**src/hdl/capstat_regs.svh**
```systemverilog
// Offsets, field positions, reset values and timing for capability words
`ifndef CAPSTAT_REGS_SVH
`define CAPSTAT_REGS_SVH

// Register byte offsets
`define CAP_ONE_OFFSET 8'h04
`define CAP_TWO_OFFSET 8'h08

// Fields of common_capability_status_one
`define CAP1_MULTI_LSB 0
`define CAP1_MULTI_MSB 2

// Fields of common_capability_status_two
`define CAP2_READY_BIT 0
`define CAP2_PARTIAL_BIT 1
`define CAP2_GROUP_BIT 2
`define CAP2_LINE_BIT 3
`define CAP2_WIDTH_LSB 4
`define CAP2_WIDTH_MSB 6

// Highest legal address width code (64 bits)
`define AW_CODE_MAX 3'h4

// Reset values
`define RDATA_RST 32'h0000_0000

// Readiness time in ns and the clock period in ns
`define READY_TIME_NS 10000
`define REF_CLK_NS 10

`endif

```
**src/hdl/capstat_pkg.sv**
```systemverilog
// Types and decode helpers shared by the capability register block
package capstat_pkg;

  // Register port request, one cycle per access
  typedef struct packed {
    logic [7:0] addr;
    logic [31:0] wdata;
    logic wr;
    logic rd;
  } reg_req_s;

  // Whole state of the top module
  typedef struct packed {
    logic [31:0] rdata;
    logic ready;
    logic ok;
    logic err;
  } top_state_s;

  // Address width in bits for a width code; illegal codes give 64
  function automatic logic [6:0] aw_bits(input logic [2:0] code);
    logic [6:0] bits;
    bits = 7'h40;
    unique case (code)
      3'h0: bits = 7'h30;
      3'h1: bits = 7'h34;
      3'h2: bits = 7'h38;
      3'h3: bits = 7'h3c;
      default: bits = 7'h40;
    endcase
    return bits;
  endfunction

endpackage

```
**src/hdl/addr_width_limit.sv**
```systemverilog
// Checks a decode address against the reported maximum address width
`timescale 1ns/100ps
module addr_width_limit
  import capstat_pkg::*;
(
  // Width code as reported
  input wire logic [2:0] width_code,
  // Address to be decoded
  input wire logic [63:0] addr,
  // High when the address fits the width
  output logic in_range
);

  // Mask of address bits that lie above the reported width
  logic [63:0] high_mask;
  logic [6:0] bits;

  // Any set bit above the width puts the address out of range
  always_comb
  begin
    bits = aw_bits(width_code);
    high_mask = '1;
    for (int i = 0; i < 64; i++)
    begin
      if (i < int'(bits))
      begin
        high_mask[i] = 1'b0;
      end
    end
    in_range = ((addr & high_mask) == 64'h0);
  end

endmodule

```
**src/hdl/common_capability_status_two.sv**
```systemverilog
// Read-only common capability words and address width decode limit
//
// Contract
// - Bit 1 reports partial cache line support
// - Bit 2 reports port grouping support
// - Grouping bit forced zero without multi-port
// - Grouping ports listed elsewhere, not here
// - Bit 3 reports 64B only or 128B
// - Bits 6:4 width code, reserved codes never
// - Bit 0 readiness, set within readiness time; set here READY_CYCLES + 1 cycles after reset, one past the budget
// - Multi-port bit set for two+ ports
//
// Implementation choice: the strobed register port.
`timescale 1ns/100ps
`include "capstat_regs.svh"
module common_capability_status_two
  import capstat_pkg::*;
#(
  // Partial cache line support, 0 or 1
  parameter bit PARTIAL_LINE = 1'b0,
  // Port grouping support before the multi-port gate
  parameter bit PORT_GROUPING = 1'b0,
  // 128B line support besides 64B
  parameter bit LINE_128 = 1'b0,
  // Maximum address width code, 0 to 4
  parameter logic [2:0] WIDTH_CODE = 3'h0,
  // Multi-port capability field of the first word
  parameter logic [2:0] MULTI_PORT = 3'h2,
  // Readiness budget in cycles, derived from ns and clock period
  parameter int READY_CYCLES = `READY_TIME_NS / `REF_CLK_NS
)
(
  // Clock and reset
  input wire logic ref_clk,
  input wire logic sys_rst,
  // Register port
  input wire reg_req_s reg_req,
  output logic [31:0] reg_rdata,
  // Readiness level
  output logic discovery_ready,
  // Table entry decode check
  input wire logic lookup_valid,
  input wire logic [63:0] lookup_addr,
  output logic lookup_ok,
  output logic lookup_err
);

  // Elaboration checks: parameters the logic cannot serve
  generate
    if (WIDTH_CODE > `AW_CODE_MAX)
    begin : g_bad_width
      $error("width code above 64-bit encoding is reserved");
    end
    if (READY_CYCLES < 1)
    begin : g_bad_ready
      $error("readiness budget must be at least one cycle");
    end
  endgenerate

  // Registered state and its next value
  top_state_s st;
  top_state_s next_st;

  // Readiness from the timer
  logic timer_done;
  // Decode check result for the current lookup
  logic fits;
  // Effective fields as reported
  logic group_eff;
  logic [2:0] width_eff;
  // Fixed images of the two words, ready bit aside
  logic [31:0] word_one;
  logic [31:0] word_two;

  // Readiness timer; the bit starts clear after every reset
  ready_timer #(
    .CYCLES(READY_CYCLES)
  ) u_timer (
    .ref_clk(ref_clk),
    .sys_rst(sys_rst),
    .done(timer_done)
  );

  // Address range check against the reported width
  addr_width_limit u_limit (
    .width_code(width_eff),
    .addr(lookup_addr),
    .in_range(fits)
  );

  // Effective capability fields; constants once elaborated
  always_comb
  begin
    // Grouping only with multi-port; which ports can group is
    // described by a separate per-port vector, not this word
    group_eff = PORT_GROUPING & MULTI_PORT[0];
    // Clamp so a reserved code can never reach software
    if (WIDTH_CODE > `AW_CODE_MAX)
    begin
      width_eff = `AW_CODE_MAX;
    end
    else
    begin
      width_eff = WIDTH_CODE;
    end
  end

  // Build the two word images; unused bits read as zero
  always_comb
  begin
    word_one = '0;
    word_one[`CAP1_MULTI_MSB:`CAP1_MULTI_LSB] = MULTI_PORT;
    word_two = '0;
    word_two[`CAP2_READY_BIT] = st.ready;
    word_two[`CAP2_PARTIAL_BIT] = PARTIAL_LINE;
    word_two[`CAP2_GROUP_BIT] = group_eff;
    word_two[`CAP2_LINE_BIT] = LINE_128;
    word_two[`CAP2_WIDTH_MSB:`CAP2_WIDTH_LSB] = width_eff;
  end

  // Next state: read mux, readiness, decode check
  always_comb
  begin
    next_st = st;
    // Read data stands only in the cycle after the strobe
    next_st.rdata = '0;
    if (reg_req.rd)
    begin
      unique case (reg_req.addr)
        `CAP_ONE_OFFSET: next_st.rdata = word_one;
        `CAP_TWO_OFFSET: next_st.rdata = word_two;
        // Unmapped offsets answer zero
        default: next_st.rdata = '0;
      endcase
    end
    // Writes have no path into any field; all read-only
    // (reg_req.wr and wdata are deliberately left unused)
    next_st.ready = timer_done;
    // One-cycle decode answer per lookup request
    next_st.ok = lookup_valid & fits;
    next_st.err = lookup_valid & ~fits;
  end

  // Register the whole state; synchronous reset
  always_ff @(posedge ref_clk)
  begin
    if (sys_rst)
    begin
      st.rdata <= `RDATA_RST;
      st.ready <= 1'b0;
      st.ok <= 1'b0;
      st.err <= 1'b0;
    end
    else
    begin
      st <= next_st;
    end
  end

  // Outputs straight from the state flops
  assign reg_rdata = st.rdata;
  assign discovery_ready = st.ready;
  assign lookup_ok = st.ok;
  assign lookup_err = st.err;

  // Helper: cycles since reset, saturating past the budget
  localparam int SW = $clog2(READY_CYCLES + 2) + 1;
  logic [SW-1:0] since_rst;
  always_ff @(posedge ref_clk)
  begin
    if (sys_rst)
    begin
      since_rst <= '0;
    end
    else if (since_rst <= SW'(READY_CYCLES))
    begin
      since_rst <= since_rst + SW'(1);
    end
  end

  // Helper: reported width in bits for the check below
  logic [6:0] rep_bits;
  assign rep_bits = aw_bits(width_eff);

  // Helper: read of each word this cycle
  logic rd_one;
  logic rd_two;
  assign rd_one = reg_req.rd && (reg_req.addr == `CAP_ONE_OFFSET);
  assign rd_two = reg_req.rd && (reg_req.addr == `CAP_TWO_OFFSET);
endmodule

```
**src/hdl/ready_timer.sv**
```systemverilog
// Counts ref_clk cycles after reset and flags discovery readiness
`timescale 1ns/100ps
module ready_timer
  import capstat_pkg::*;
#(
  parameter int CYCLES = 1000
)
(
  // Clock and reset
  input wire logic ref_clk,
  input wire logic sys_rst,
  // Readiness level
  output logic done
);

  localparam int CW = $clog2(CYCLES + 1);

  // Timer state: count and done flag
  typedef struct packed {
    logic [CW-1:0] cnt;
    logic done;
  } timer_state_s;

  timer_state_s st;
  timer_state_s next_st;

  // Refuse a zero budget: the bit could never start clear
  generate
    if (CYCLES < 1)
    begin : g_bad
      $error("ready_timer: CYCLES must be at least 1");
    end
  endgenerate

  // Count up once, then hold done high until the next reset
  always_comb
  begin
    next_st = st;
    if (!st.done)
    begin
      next_st.cnt = st.cnt + CW'(1);
      // Set no later than the budget allows
      if (st.cnt == CW'(CYCLES - 1))
      begin
        next_st.done = 1'b1;
      end
    end
  end

  // Register the state; synchronous reset
  always_ff @(posedge ref_clk)
  begin
    if (sys_rst)
    begin
      st <= '0;
    end
    else
    begin
      st <= next_st;
    end
  end

  assign done = st.done;

endmodule
```
**config.mk**
```make
export PLATFORM = sky130hd
export DESIGN_NAME = common_capability_status_two
export DESIGN_NICKNAME = d
export VERILOG_FILES = /design/src/hdl/capstat_pkg.sv /design/src/hdl/addr_width_limit.sv /design/src/hdl/common_capability_status_two.sv /design/src/hdl/ready_timer.sv
export VERILOG_INCLUDE_DIRS = /design/src /design/src/hdl
export SDC_FILE = /design/constraint.sdc
export NUM_CORES = 1
export LEC_CHECK = 0
export BUFFER_PORTS_ARGS = -buffer_cell sky130_fd_sc_hd__buf_2
export CORE_UTILIZATION = 31
export CTS_CLUSTER_SIZE = 24
export DETAILED_ROUTE_END_ITERATION = 10
export PLACE_DENSITY = 0.87
export RECOVER_POWER = 100
export SYNTH_ARGS = -nofsm -noshare
export SYNTH_HDL_FRONTEND = slang
export SYNTH_SLANG_ARGS = --single-unit
```
**constraint.sdc**
```tcl
create_clock -name ref_clk -period 2.7 [get_ports ref_clk]
set_input_delay 0.27 -clock ref_clk [delete_from_list [all_inputs] [get_ports ref_clk]]
set_output_delay 0.27 -clock ref_clk [all_outputs]
set_load 0.01 [all_outputs]
```
Word level (Yosys, flattened, before mapping)
Index checks and enable logic that the tools add are counted.
{"block": "totals", "input_bits": 109, "regBits": 46, "output_inout_bits": 35, "elab_cells": 19}
{"block": "classes", "bitwise": 4, "n_eq_ne": 3, "add_sub_neg": 1, "mux": 3, "n_reduce_logical": 2}
{"operator": "zero test 64 bit", "count": 1}
{"operator": "adder 10 x 1 -> 10 bit, second input constant", "count": 1}
{"operator": "== test 10 bit, second input constant", "count": 1}
{"operator": "== test 8 x 3 -> 1 bit, second input constant", "count": 1}
{"operator": "== test 8 x 4 -> 1 bit, second input constant", "count": 1}
{"operator": "case mux 2 bit (2 select lines)", "count": 1}
{"operator": "bitwise AND 1 bit", "count": 2}
{"operator": "two-way mux 1 bit", "count": 2}
{"operator": "inverter 1 bit", "count": 2}
{"operator": "OR reduction 2 bit", "count": 1}

Logic depth before layout (Yosys ltp)
Gate-level depths: netlist of the first run.
{"block": "logic_depth", "ltp_word": 3, "ltp_mapped": 4, "ltp_nobuf": 4}

Modules after synthesis
Synthesis of the first run repeated with hierarchy kept, for this count alone.
{"block": "hier_totals", "cells_unflattened": 104, "hier_area_um2": 950.9}
{"mod": "ready_timer", "seq_area_each_um2": 220.2, "cells_per_inst": 51, "area_per_inst_um2": 489.2, "n_inst": 1}
{"mod": "common_capability_status_two", "seq_area_each_um2": 100.1, "cells_per_inst": 44, "area_per_inst_um2": 404.1, "n_inst": 1}
{"mod": "addr_width_limit", "seq_area_each_um2": 0.0, "cells_per_inst": 9, "area_per_inst_um2": 57.6, "n_inst": 1}

Worst setup path before layout of the first run
No wires, ideal clock.
{"block": "synth_timing", "path_kind": "register to register", "start": "reg u_timer.st[1] (netlist name)", "end": "reg u_timer.st[9] (netlist name)", "slack_ps": 1392, "path_stages_with_launch": 5, "required_time_ps": 2629, "arrival_time_ps": 1237, "period_less_slack_ps": 1308, "path_cell_list": "dfxtp_1 > ha_1 > inv_1 > or4_1 > a21oi_1"}
{"block": "synth_between", "elab_chain_len": 1}
{"item": "from (decl)", "line_no": "ready_timer.sv:24", "source": "timer_state_s st;"}
{"item": "from (signal assigned)", "line_no": "ready_timer.sv:59", "source": "st <= next_st;"}
{"item": "adder 10 x 1 -> 10 bit", "line_no": "ready_timer.sv:41", "source": "next_st.cnt = st.cnt + CW'(1);"}
No other way between the ends.
A chain may end at the register's enable or synchronous reset.

==> results of run 1 <==
-- critical path, delay by kind of cell, from the launching register on --
family	cells	cell delay, ps
AND/OR/NAND/NOR	2	910
AO/OA/AOI/OAI	1	180
flip-flops	1	400
-- cell families (layout without fill, tap and decap cells) --
group	Yosys count	after routing	synth area share, %
AND/OR/NAND/NOR	34	34	24.1
buffers and inverters	34	38	26.8
flip-flops	16	16	34.7
AO/OA/AOI/OAI	13	13	8.67
XOR/XNOR	3	3	2.85
adder cells (fa/ha/maj)	1	1	1.35
other	1	30	0.406
multiplexers	1	1	1.08
-- report_power, final --
part	internal [mW]	switching, mW
combinational	0.0200	0.0337
clock	0.0821	0.0767
sequential	0.240	0.00450
-- per-stage QoR --
stage                     instance area (sq um)  total power, mW
after floorplan                            1030            0.313
after global placement                      991            0.303
final                                      1000            0.457
after global routing                       1000            0.476
after detailed placement                    991            0.305
after CTS                                  1030            0.461
-- state kept, by name (all words and copies together) (netlist names) --
register and cells:
lookup_err 1, u_timer.st 10, reg_rdata 2, discovery_ready 1, lookup_ok 1, u_timer.done 1
-- layout make-up --
| cell class | count | area (sq um) |
|---|---|---|
| Sequential cell | 16 | 320 |
| Fill cell | 294 | 1780 |
| Multi-Input combinational cell | 82 | 449 |
| Tap cell | 31 | 38.8 |
| Timing Repair Buffer | 32 | 153 |
| Clock buffer | 4 | 36.3 |
| Inverter | 2 | 7.51 |
-- Yosys cell counts --
cell	count	share of area (%)
sky130_fd_sc_hd__or4_1	4	3.3
sky130_fd_sc_hd__buf_4	30	24
sky130_fd_sc_hd__nor3b_1	2	1.6
sky130_fd_sc_hd__or3_1	2	1.4
sky130_fd_sc_hd__o31ai_1	4	3.3
sky130_fd_sc_hd__nor2b_1	1	0.68
sky130_fd_sc_hd__a21oi_1	6	3.3
sky130_fd_sc_hd__o21ba_2	1	1.1
sky130_fd_sc_hd__nand3_1	1	0.54
sky130_fd_sc_hd__nand4b_1	2	1.9
sky130_fd_sc_hd__nand4b_4	1	2.6
sky130_fd_sc_hd__buf_6	1	1.2
sky130_fd_sc_hd__inv_1	2	0.81
sky130_fd_sc_hd__xor2_1	3	2.8
sky130_fd_sc_hd__nor3_1	1	0.54
sky130_fd_sc_hd__mux2i_1	1	1.1
sky130_fd_sc_hd__nor2_1	4	1.6
sky130_fd_sc_hd__nor4b_1	1	0.95
sky130_fd_sc_hd__nand2_1	5	2.0
sky130_fd_sc_hd__dfxtp_1	16	35
sky130_fd_sc_hd__nor4_1	6	4.1
sky130_fd_sc_hd__nand2b_1	1	0.68
sky130_fd_sc_hd__clkbuf_1	1	0.41
sky130_fd_sc_hd__conb_1	1	0.41
sky130_fd_sc_hd__nand4_1	2	1.4
sky130_fd_sc_hd__and3b_1	1	0.95
sky130_fd_sc_hd__o21ai_0	2	1.1
sky130_fd_sc_hd__ha_1	1	1.4
-- layer usage --
metal  global-route usage, %  up-vias  wire length [microns]
met2                    14.8       25                    791
li1                        -      370                      -
met4                    9.41        0                     59
met1                    10.4      338                    629
met5                       0        -                      0
met3                   0.691        6                     60
-- final timing paths --
| check | from | end | slack, ps |
|---|---|---|---|
| worst max-delay path | u_timer.done$_SDFF_PP0_ | u_timer.st[10]$_SDFFE_PP0N_ | 1140 |
| worst min-delay path | reg_req[36] | reg_rdata[0]$_SDFF_PP0_ | 150 |
| worst max register to register | u_timer.done$_SDFF_PP0_ | u_timer.st[10]$_SDFFE_PP0N_ | 1140 |
| worst min register to register | discovery_ready$_SDFF_PP0_ | reg_rdata[0]$_SDFF_PP0_ | 450 |
==> flow_summary.rst, run 1 <==
.. list-table::
   :header-rows: 1

   * - Metric
     - Value
   * - Result of the run
     - finished, final reports clean
   * - Post-detailed-placement half-perimeter wirelength
     - 1.17 mm
   * - Final wirelength
     - 1.54 mm
   * - Ratio of final minimum period to clock period
     - 57.7%
   * - Number of max-cap violations
     - 0
   * - Total negative slack for setup checks
     - 0 ps
   * - Min Tclk post-route
     - 1560 ps
   * - CTS tree
     - built
   * - Detailed-routing iteration count for the pre-antenna-repair pass
     - 3
   * - Number of placement rows
     - 19
   * - DR WL/cell
     - 9.22 microns
   * - Count of yosys warnings during synthesis
     - 0
   * - Setup repair after global routing missed its margin
     - no
   * - Overflow left after global routing
     - 0
   * - Net total in the final layout
     - 247
   * - Flops & latches, synth
     - 16
   * - Peak clock frequency supported by timing
     - 642 MHz
   * - Avg Inst Size Synth
     - 8.96 sq um
   * - Die area
     - 3200 sq um
   * - Clk Latency, worst-skew pair
     - 290 ps
   * - Share of layout cells above drive strength 1
     - 22.8%
   * - Number of standard cells in the final layout excluding fillers
     - 167
   * - Y dimension of the die
     - about 57 microns
   * - Total routing resource utilization after global routing
     - about 9.2%
   * - Clock transition at the registers of the reported paths
     - about 100 ps
   * - Most common cell after layout, fill and taps aside
     - sky130_fd_sc_hd__conb_1
   * - Number of setup violations in the final report
     - 0
   * - Largest net degree at the start of global routing
     - 16
   * - Post-CTS Resized
     - 0
   * - Final hold vios
     - 0
   * - Critical path launch point type
     - flip-flop
   * - Type of the worst setup path
     - flip-flop to flip-flop
   * - Initial Util
     - 33.2%
   * - Most used cells in the layout excluding fill and tap cells
     - 30 x sky130_fd_sc_hd__conb_1, 26 x sky130_fd_sc_hd__buf_2, 16 x sky130_fd_sc_hd__dfxtp_1
   * - Number of sinks handled by clock tree synthesis
     - 16
   * - Depth of the worst hold-timing path
     - 2
   * - Power density relative to cell area
     - around 460 nW/um^2
   * - Vias
     - 739
   * - Inserted Clock Buffers
     - 3
   * - Number of global-route vias before repair
     - ~590
   * - Max-slew headroom at the worst pin
     - 60.8%
   * - Hold WC Path Type
     - input pin to flip-flop
   * - Core area
     - 2780 sq um
   * - Buffer count from post-CTS setup fixing
     - 0
   * - Area of the mapped netlist
     - roughly 920 sq um
   * - Cell total after placement
     - 163
   * - Crit-path max cell delay
     - around 510 ps
   * - Layout Utilization
     - 36.1%
   * - Pre-CTS worst setup slack
     - 1290 ps
   * - Count of different cell masters after synthesis
     - 28
   * - Detailed-route DRC error count
     - 0
   * - Leak Pwr
     - 0.426 nW
   * - DRT antenna net count
     - 0
   * - Starting DRT DRC Count
     - 11
   * - Maximum level of the CTS H-tree
     - 1
   * - Required time of the critical path
     - 2920 ps
   * - Worst hold slack across all endpoints
     - 146 ps
   * - Detail-routed via count per cell
     - 4.43
   * - Number of top-level design ports
     - roughly 140
   * - WP data arrival
     - between 1500 and 2000 ps
   * - Mapped Cells
     - 103
   * - Routability congestion estimate from global placement
     - 0.728
   * - Maximum vdd drop
     - 0.315 mV
   * - Slew at the pin closest to its max-slew limit
     - 588 ps
   * - Count of input and output buffers
     - 32
   * - Wire length of the first global-routing pass
     - 2.30 mm
   * - Count of hold-fix buffers inserted at cts
     - 0
   * - Critical Path End Type
     - flip-flop
   * - Post-synthesis sequential area ratio
     - between 30% and 40%
   * - Number of slew-limit violations in the final report
     - 0
   * - Die W
     - 56.6 microns
   * - Critical Path, Cell by Cell
     - nand4b_1 > or4_1 > a21oi_1
   * - Area growth from synthesis to final layout
     - 8.81%
   * - Antenna fix cells
     - 0
   * - Depth of the worst register-to-register path
     - 3
   * - Worst Slack Setup Final
     - roughly 1100 ps
   * - Cell at the root of the clock tree
     - sky130_fd_sc_hd__clkbuf_4
   * - Worst-case clock skew
     - around 4.8 ps
   * - Clk buf depth
     - 2
   * - Initial antenna violation count
     - 0
   * - Largest fanout of any net on the critical path
     - 10
   * - Worst path slowest cell
     - sky130_fd_sc_hd__or4_1
Note: power is estimated with default switching activity, not from simulation.
==> run 2: changes to the inputs <==
--- a/config.mk
+++ b/config.mk
@@ -7,10 +7,10 @@
 export NUM_CORES = 1
 export LEC_CHECK = 0
 export BUFFER_PORTS_ARGS = -buffer_cell sky130_fd_sc_hd__buf_2
-export CORE_UTILIZATION = 31
+export CORE_UTILIZATION = 26
 export CTS_CLUSTER_SIZE = 24
 export DETAILED_ROUTE_END_ITERATION = 10
-export PLACE_DENSITY = 0.87
+export PLACE_DENSITY = 0.78
 export RECOVER_POWER = 100
 export SYNTH_ARGS = -nofsm -noshare
 export SYNTH_HDL_FRONTEND = slang
==> constraint.sdc (replaced) <==
create_clock -name ref_clk -period 1.4 [get_ports ref_clk]
set_input_delay 0.14 -clock ref_clk [delete_from_list [all_inputs] [get_ports ref_clk]]
set_output_delay 0.14 -clock ref_clk [all_outputs]
set_load 0.01 [all_outputs]
==> flow_summary.rst, run 2 (same netlist as run 1, synthesis figures left out) <==
.. list-table::
   :header-rows: 1

   * - Metric
     - Value
   * - Result of the run
     - finished, final reports clean
   * - Largest net degree at the start of global routing
     - 16 (unchanged)
   * - Min Tclk post-route
     - 1300 ps (-258 ps)
   * - Required time of the critical path
     - 1630 ps (-1290 ps)
   * - Launch point of the worst path
     - u_timer.st[1]$_SDFFE_PP0N_
   * - Leak Pwr
     - 0.491 nW (+15%)
   * - Cell at the root of the clock tree
     - sky130_fd_sc_hd__clkbuf_4
   * - Final wirelength
     - 1.50 mm (-2.7%)
   * - Number of global-route vias before repair
     - 498 (-15%)
   * - DR WL/cell
     - 8.01 microns (-13%)
   * - Overflow left after global routing
     - 0 (unchanged)
   * - Non-Filler Cell Area, Final
     - 1080 sq um (+7.3%)
   * - WP data arrival
     - 1530 ps (-240 ps)
   * - Number of max-cap violations
     - 0 (unchanged)
   * - Capture instance of the worst register-to-register path
     - u_timer.st[9]$_SDFFE_PP0N_
   * - Number of setup violations in the final report
     - 0 (unchanged)
   * - Ratio of final minimum period to clock period
     - 92.8% (+35 points)
   * - Placed instance area
     - 1040 sq um (+4.9%)
   * - Inserted Clock Buffers
     - 3 (unchanged)
   * - Area growth from synthesis to final layout
     - 16.8%
   * - Vias
     - 739 (unchanged)
   * - Total negative slack for setup checks
     - 0 ps (unchanged)
   * - Critical path launch point type
     - flip-flop
   * - Beginning of the worst register-to-register path
     - u_timer.st[1]$_SDFFE_PP0N_
   * - Post-detailed-placement half-perimeter wirelength
     - 1.20 mm (+2.2%)
   * - Routability congestion estimate from global placement
     - 0.698 (-4.2%)
   * - Hold WC Path Type
     - input pin to flip-flop
   * - Number of slew-limit violations in the final report
     - 0 (unchanged)
   * - Worst path slowest cell
     - sky130_fd_sc_hd__or4_1
   * - Starting DRT DRC Count
     - 12 (+1)
   * - Crit-path max cell delay
     - 510 ps (about the same)
   * - Number of flip-flops under the largest register name
     - 10 (unchanged)
   * - Peak clock frequency supported by timing
     - 770 MHz (+20%)
   * - Type of the worst setup path
     - flip-flop to flip-flop
   * - Number of placement rows
     - 21 (+2)
   * - Worst setup path endpoint
     - u_timer.st[9]$_SDFFE_PP0N_
   * - Worst-case clock skew
     - 7.05 ps (+2.22 ps)
   * - Wire length of the first global-routing pass
     - 2.03 mm (-12%)
   * - Setup repair after global routing missed its margin
     - no
   * - Clk Latency, worst-skew pair
     - 290 ps (about the same)
   * - Maximum vdd drop
     - 0.256 mV (-19%)
   * - Most common cell after layout, fill and taps aside
     - sky130_fd_sc_hd__conb_1
   * - Setup slack of the most critical reg-to-reg path
     - 100 ps (-1040 ps)
   * - CTS tree
     - built
   * - Largest fanout of any net on the critical path
     - 6 (-4)
   * - Y dimension of the die
     - 61.6 microns (+8.9%)
   * - Depth of the worst register-to-register path
     - 4 (+1)
   * - Clk buf depth
     - 2 (unchanged)
   * - Count of input and output buffers
     - 32 (unchanged)
   * - Initial antenna violation count
     - 0 (unchanged)
   * - Net total in the final layout
     - 252 (+2.0%)
   * - Most used cells in the layout excluding fill and tap cells
     - 30 x sky130_fd_sc_hd__conb_1, 27 x sky130_fd_sc_hd__buf_2, 14 x sky130_fd_sc_hd__dfxtp_1
   * - Detail-routed via count per cell
     - 3.95 (-11%)
   * - Core area
     - 3360 sq um (+21%)
   * - Critical Path, Cell by Cell
     - ha_1 > inv_1 > or4_1 > a21oi_1
   * - Antenna fix cells
     - 0 (unchanged)
   * - DRT antenna net count
     - 0 (unchanged)
   * - Initial Util
     - 27.5% (-5.7 points)
   * - Power density relative to cell area
     - 830 nW/um^2 (+82%)
   * - Critical Path End Type
     - flip-flop
   * - Total routing resource utilization after global routing
     - 7.61% (-1.6 points)
   * - Maximum level of the CTS H-tree
     - 1 (unchanged)
   * - Layout Utilization
     - 32.1% (-4.1 points)
   * - Detailed-routing iteration count for the pre-antenna-repair pass
     - 4 (+1)
   * - Fillcell total
     - 366 (+24%)
   * - Die area
     - 3790 sq um (+19%)
   * - Detailed-route DRC error count
     - 0 (unchanged)
   * - Die W
     - 61.6 microns (+8.9%)
   * - Number of sinks handled by clock tree synthesis
     - 16 (unchanged)
   * - Final hold vios
     - 0 (unchanged)
   * - Largest Register
     - u_timer.st
   * - Clock transition at the registers of the reported paths
     - 100 ps (about the same)
   * - Share of layout cells above drive strength 1
     - 27.0% (+4.2 points)
   * - Number of top-level design ports
     - 144 (unchanged)
-- run 2: cell types whose count changed in the layout (fill, tap and decap cells not counted) --
cell	before	now
sky130_fd_sc_hd__buf_2	26	27
sky130_fd_sc_hd__nand4b_4	0	1
sky130_fd_sc_hd__buf_4	0	2
sky130_fd_sc_hd__nand4b_1	3	2
sky130_fd_sc_hd__clkbuf_4	3	4
sky130_fd_sc_hd__dlygate4sd3_1	0	1
sky130_fd_sc_hd__dfxtp_1	16	14
sky130_fd_sc_hd__dfxtp_2	0	2
-- run 2: repair_timing --
item	in CTS	in global routing
endpoints found under the hold margin	0	1
setup endpoints to repair	0	1
hold buffers	0	1
resized for setup	0	2
setup buffers	0	0
-- run 2: metrics by stage --
stage | std cells | power [mW] | hold slack [ps] | worst slack [ps]
floorplan | 132 | 0.604 | 212 | 92.1
global placement | 182 | 0.594 | 318 | 125
detailed placement | 182 | 0.598 | 320 | 101
CTS | 186 | 0.898 | 12.6 | 79.4
global route | 187 | 0.944 | 6.20 | 8.60
finish | 187 | 0.896 | 26.2 | 101
-- run 2: worst max-delay path, delay by kind of cell (launching register included) --
family,cells,cell delay [ps]
adder cells (fa/ha/maj),1,160
buffers and inverters,1,90
flip-flops,1,340
AND/OR/NAND/NOR,1,510
AO/OA/AOI/OAI,1,150
-- run 2: routing by layer --
| metal | wire length, microns | track usage (%) |
|---|---|---|
| met5 | 0 | 0 |
| met4 | 51 | 9.52 |
| met3 | 67 | 0.630 |
| met2 | 755 | 11.2 |
| met1 | 623 | 8.75 |
-- run 2: cell type report --
cell class	instances	area (sq um)	share of cell area [%]
multi-input cells	82	464	43.0
flip-flops and latches	16	323	29.9
repair buffers	37	190	17.6
well taps	46	57.6	5.34
clock buffers	4	36.3	3.36
inverters	2	7.51	0.696
-- run 2: power breakdown --
part           switching (mW)  total (mW)  internal (mW)
Clock                   0.146       0.304          0.158
Combinational          0.0717       0.120         0.0486
Sequential            0.00660       0.471          0.465
-- run 2: worst min-delay path by stage --
stage,start,endpoint,slack (ps),cells past startpoint
finish,reg_req[37],reg_rdata[1]$_SDFF_PP0_,30,2
global route,reg_req[37],reg_rdata[1]$_SDFF_PP0_,6,2
CTS,reg_req[36],reg_rdata[0]$_SDFF_PP0_,10,2
detailed placement,reg_req[36],reg_rdata[0]$_SDFF_PP0_,320,2
global placement,reg_req[36],reg_rdata[0]$_SDFF_PP0_,320,2
floorplan,sys_rst,discovery_ready$_SDFF_PP0_,210,1
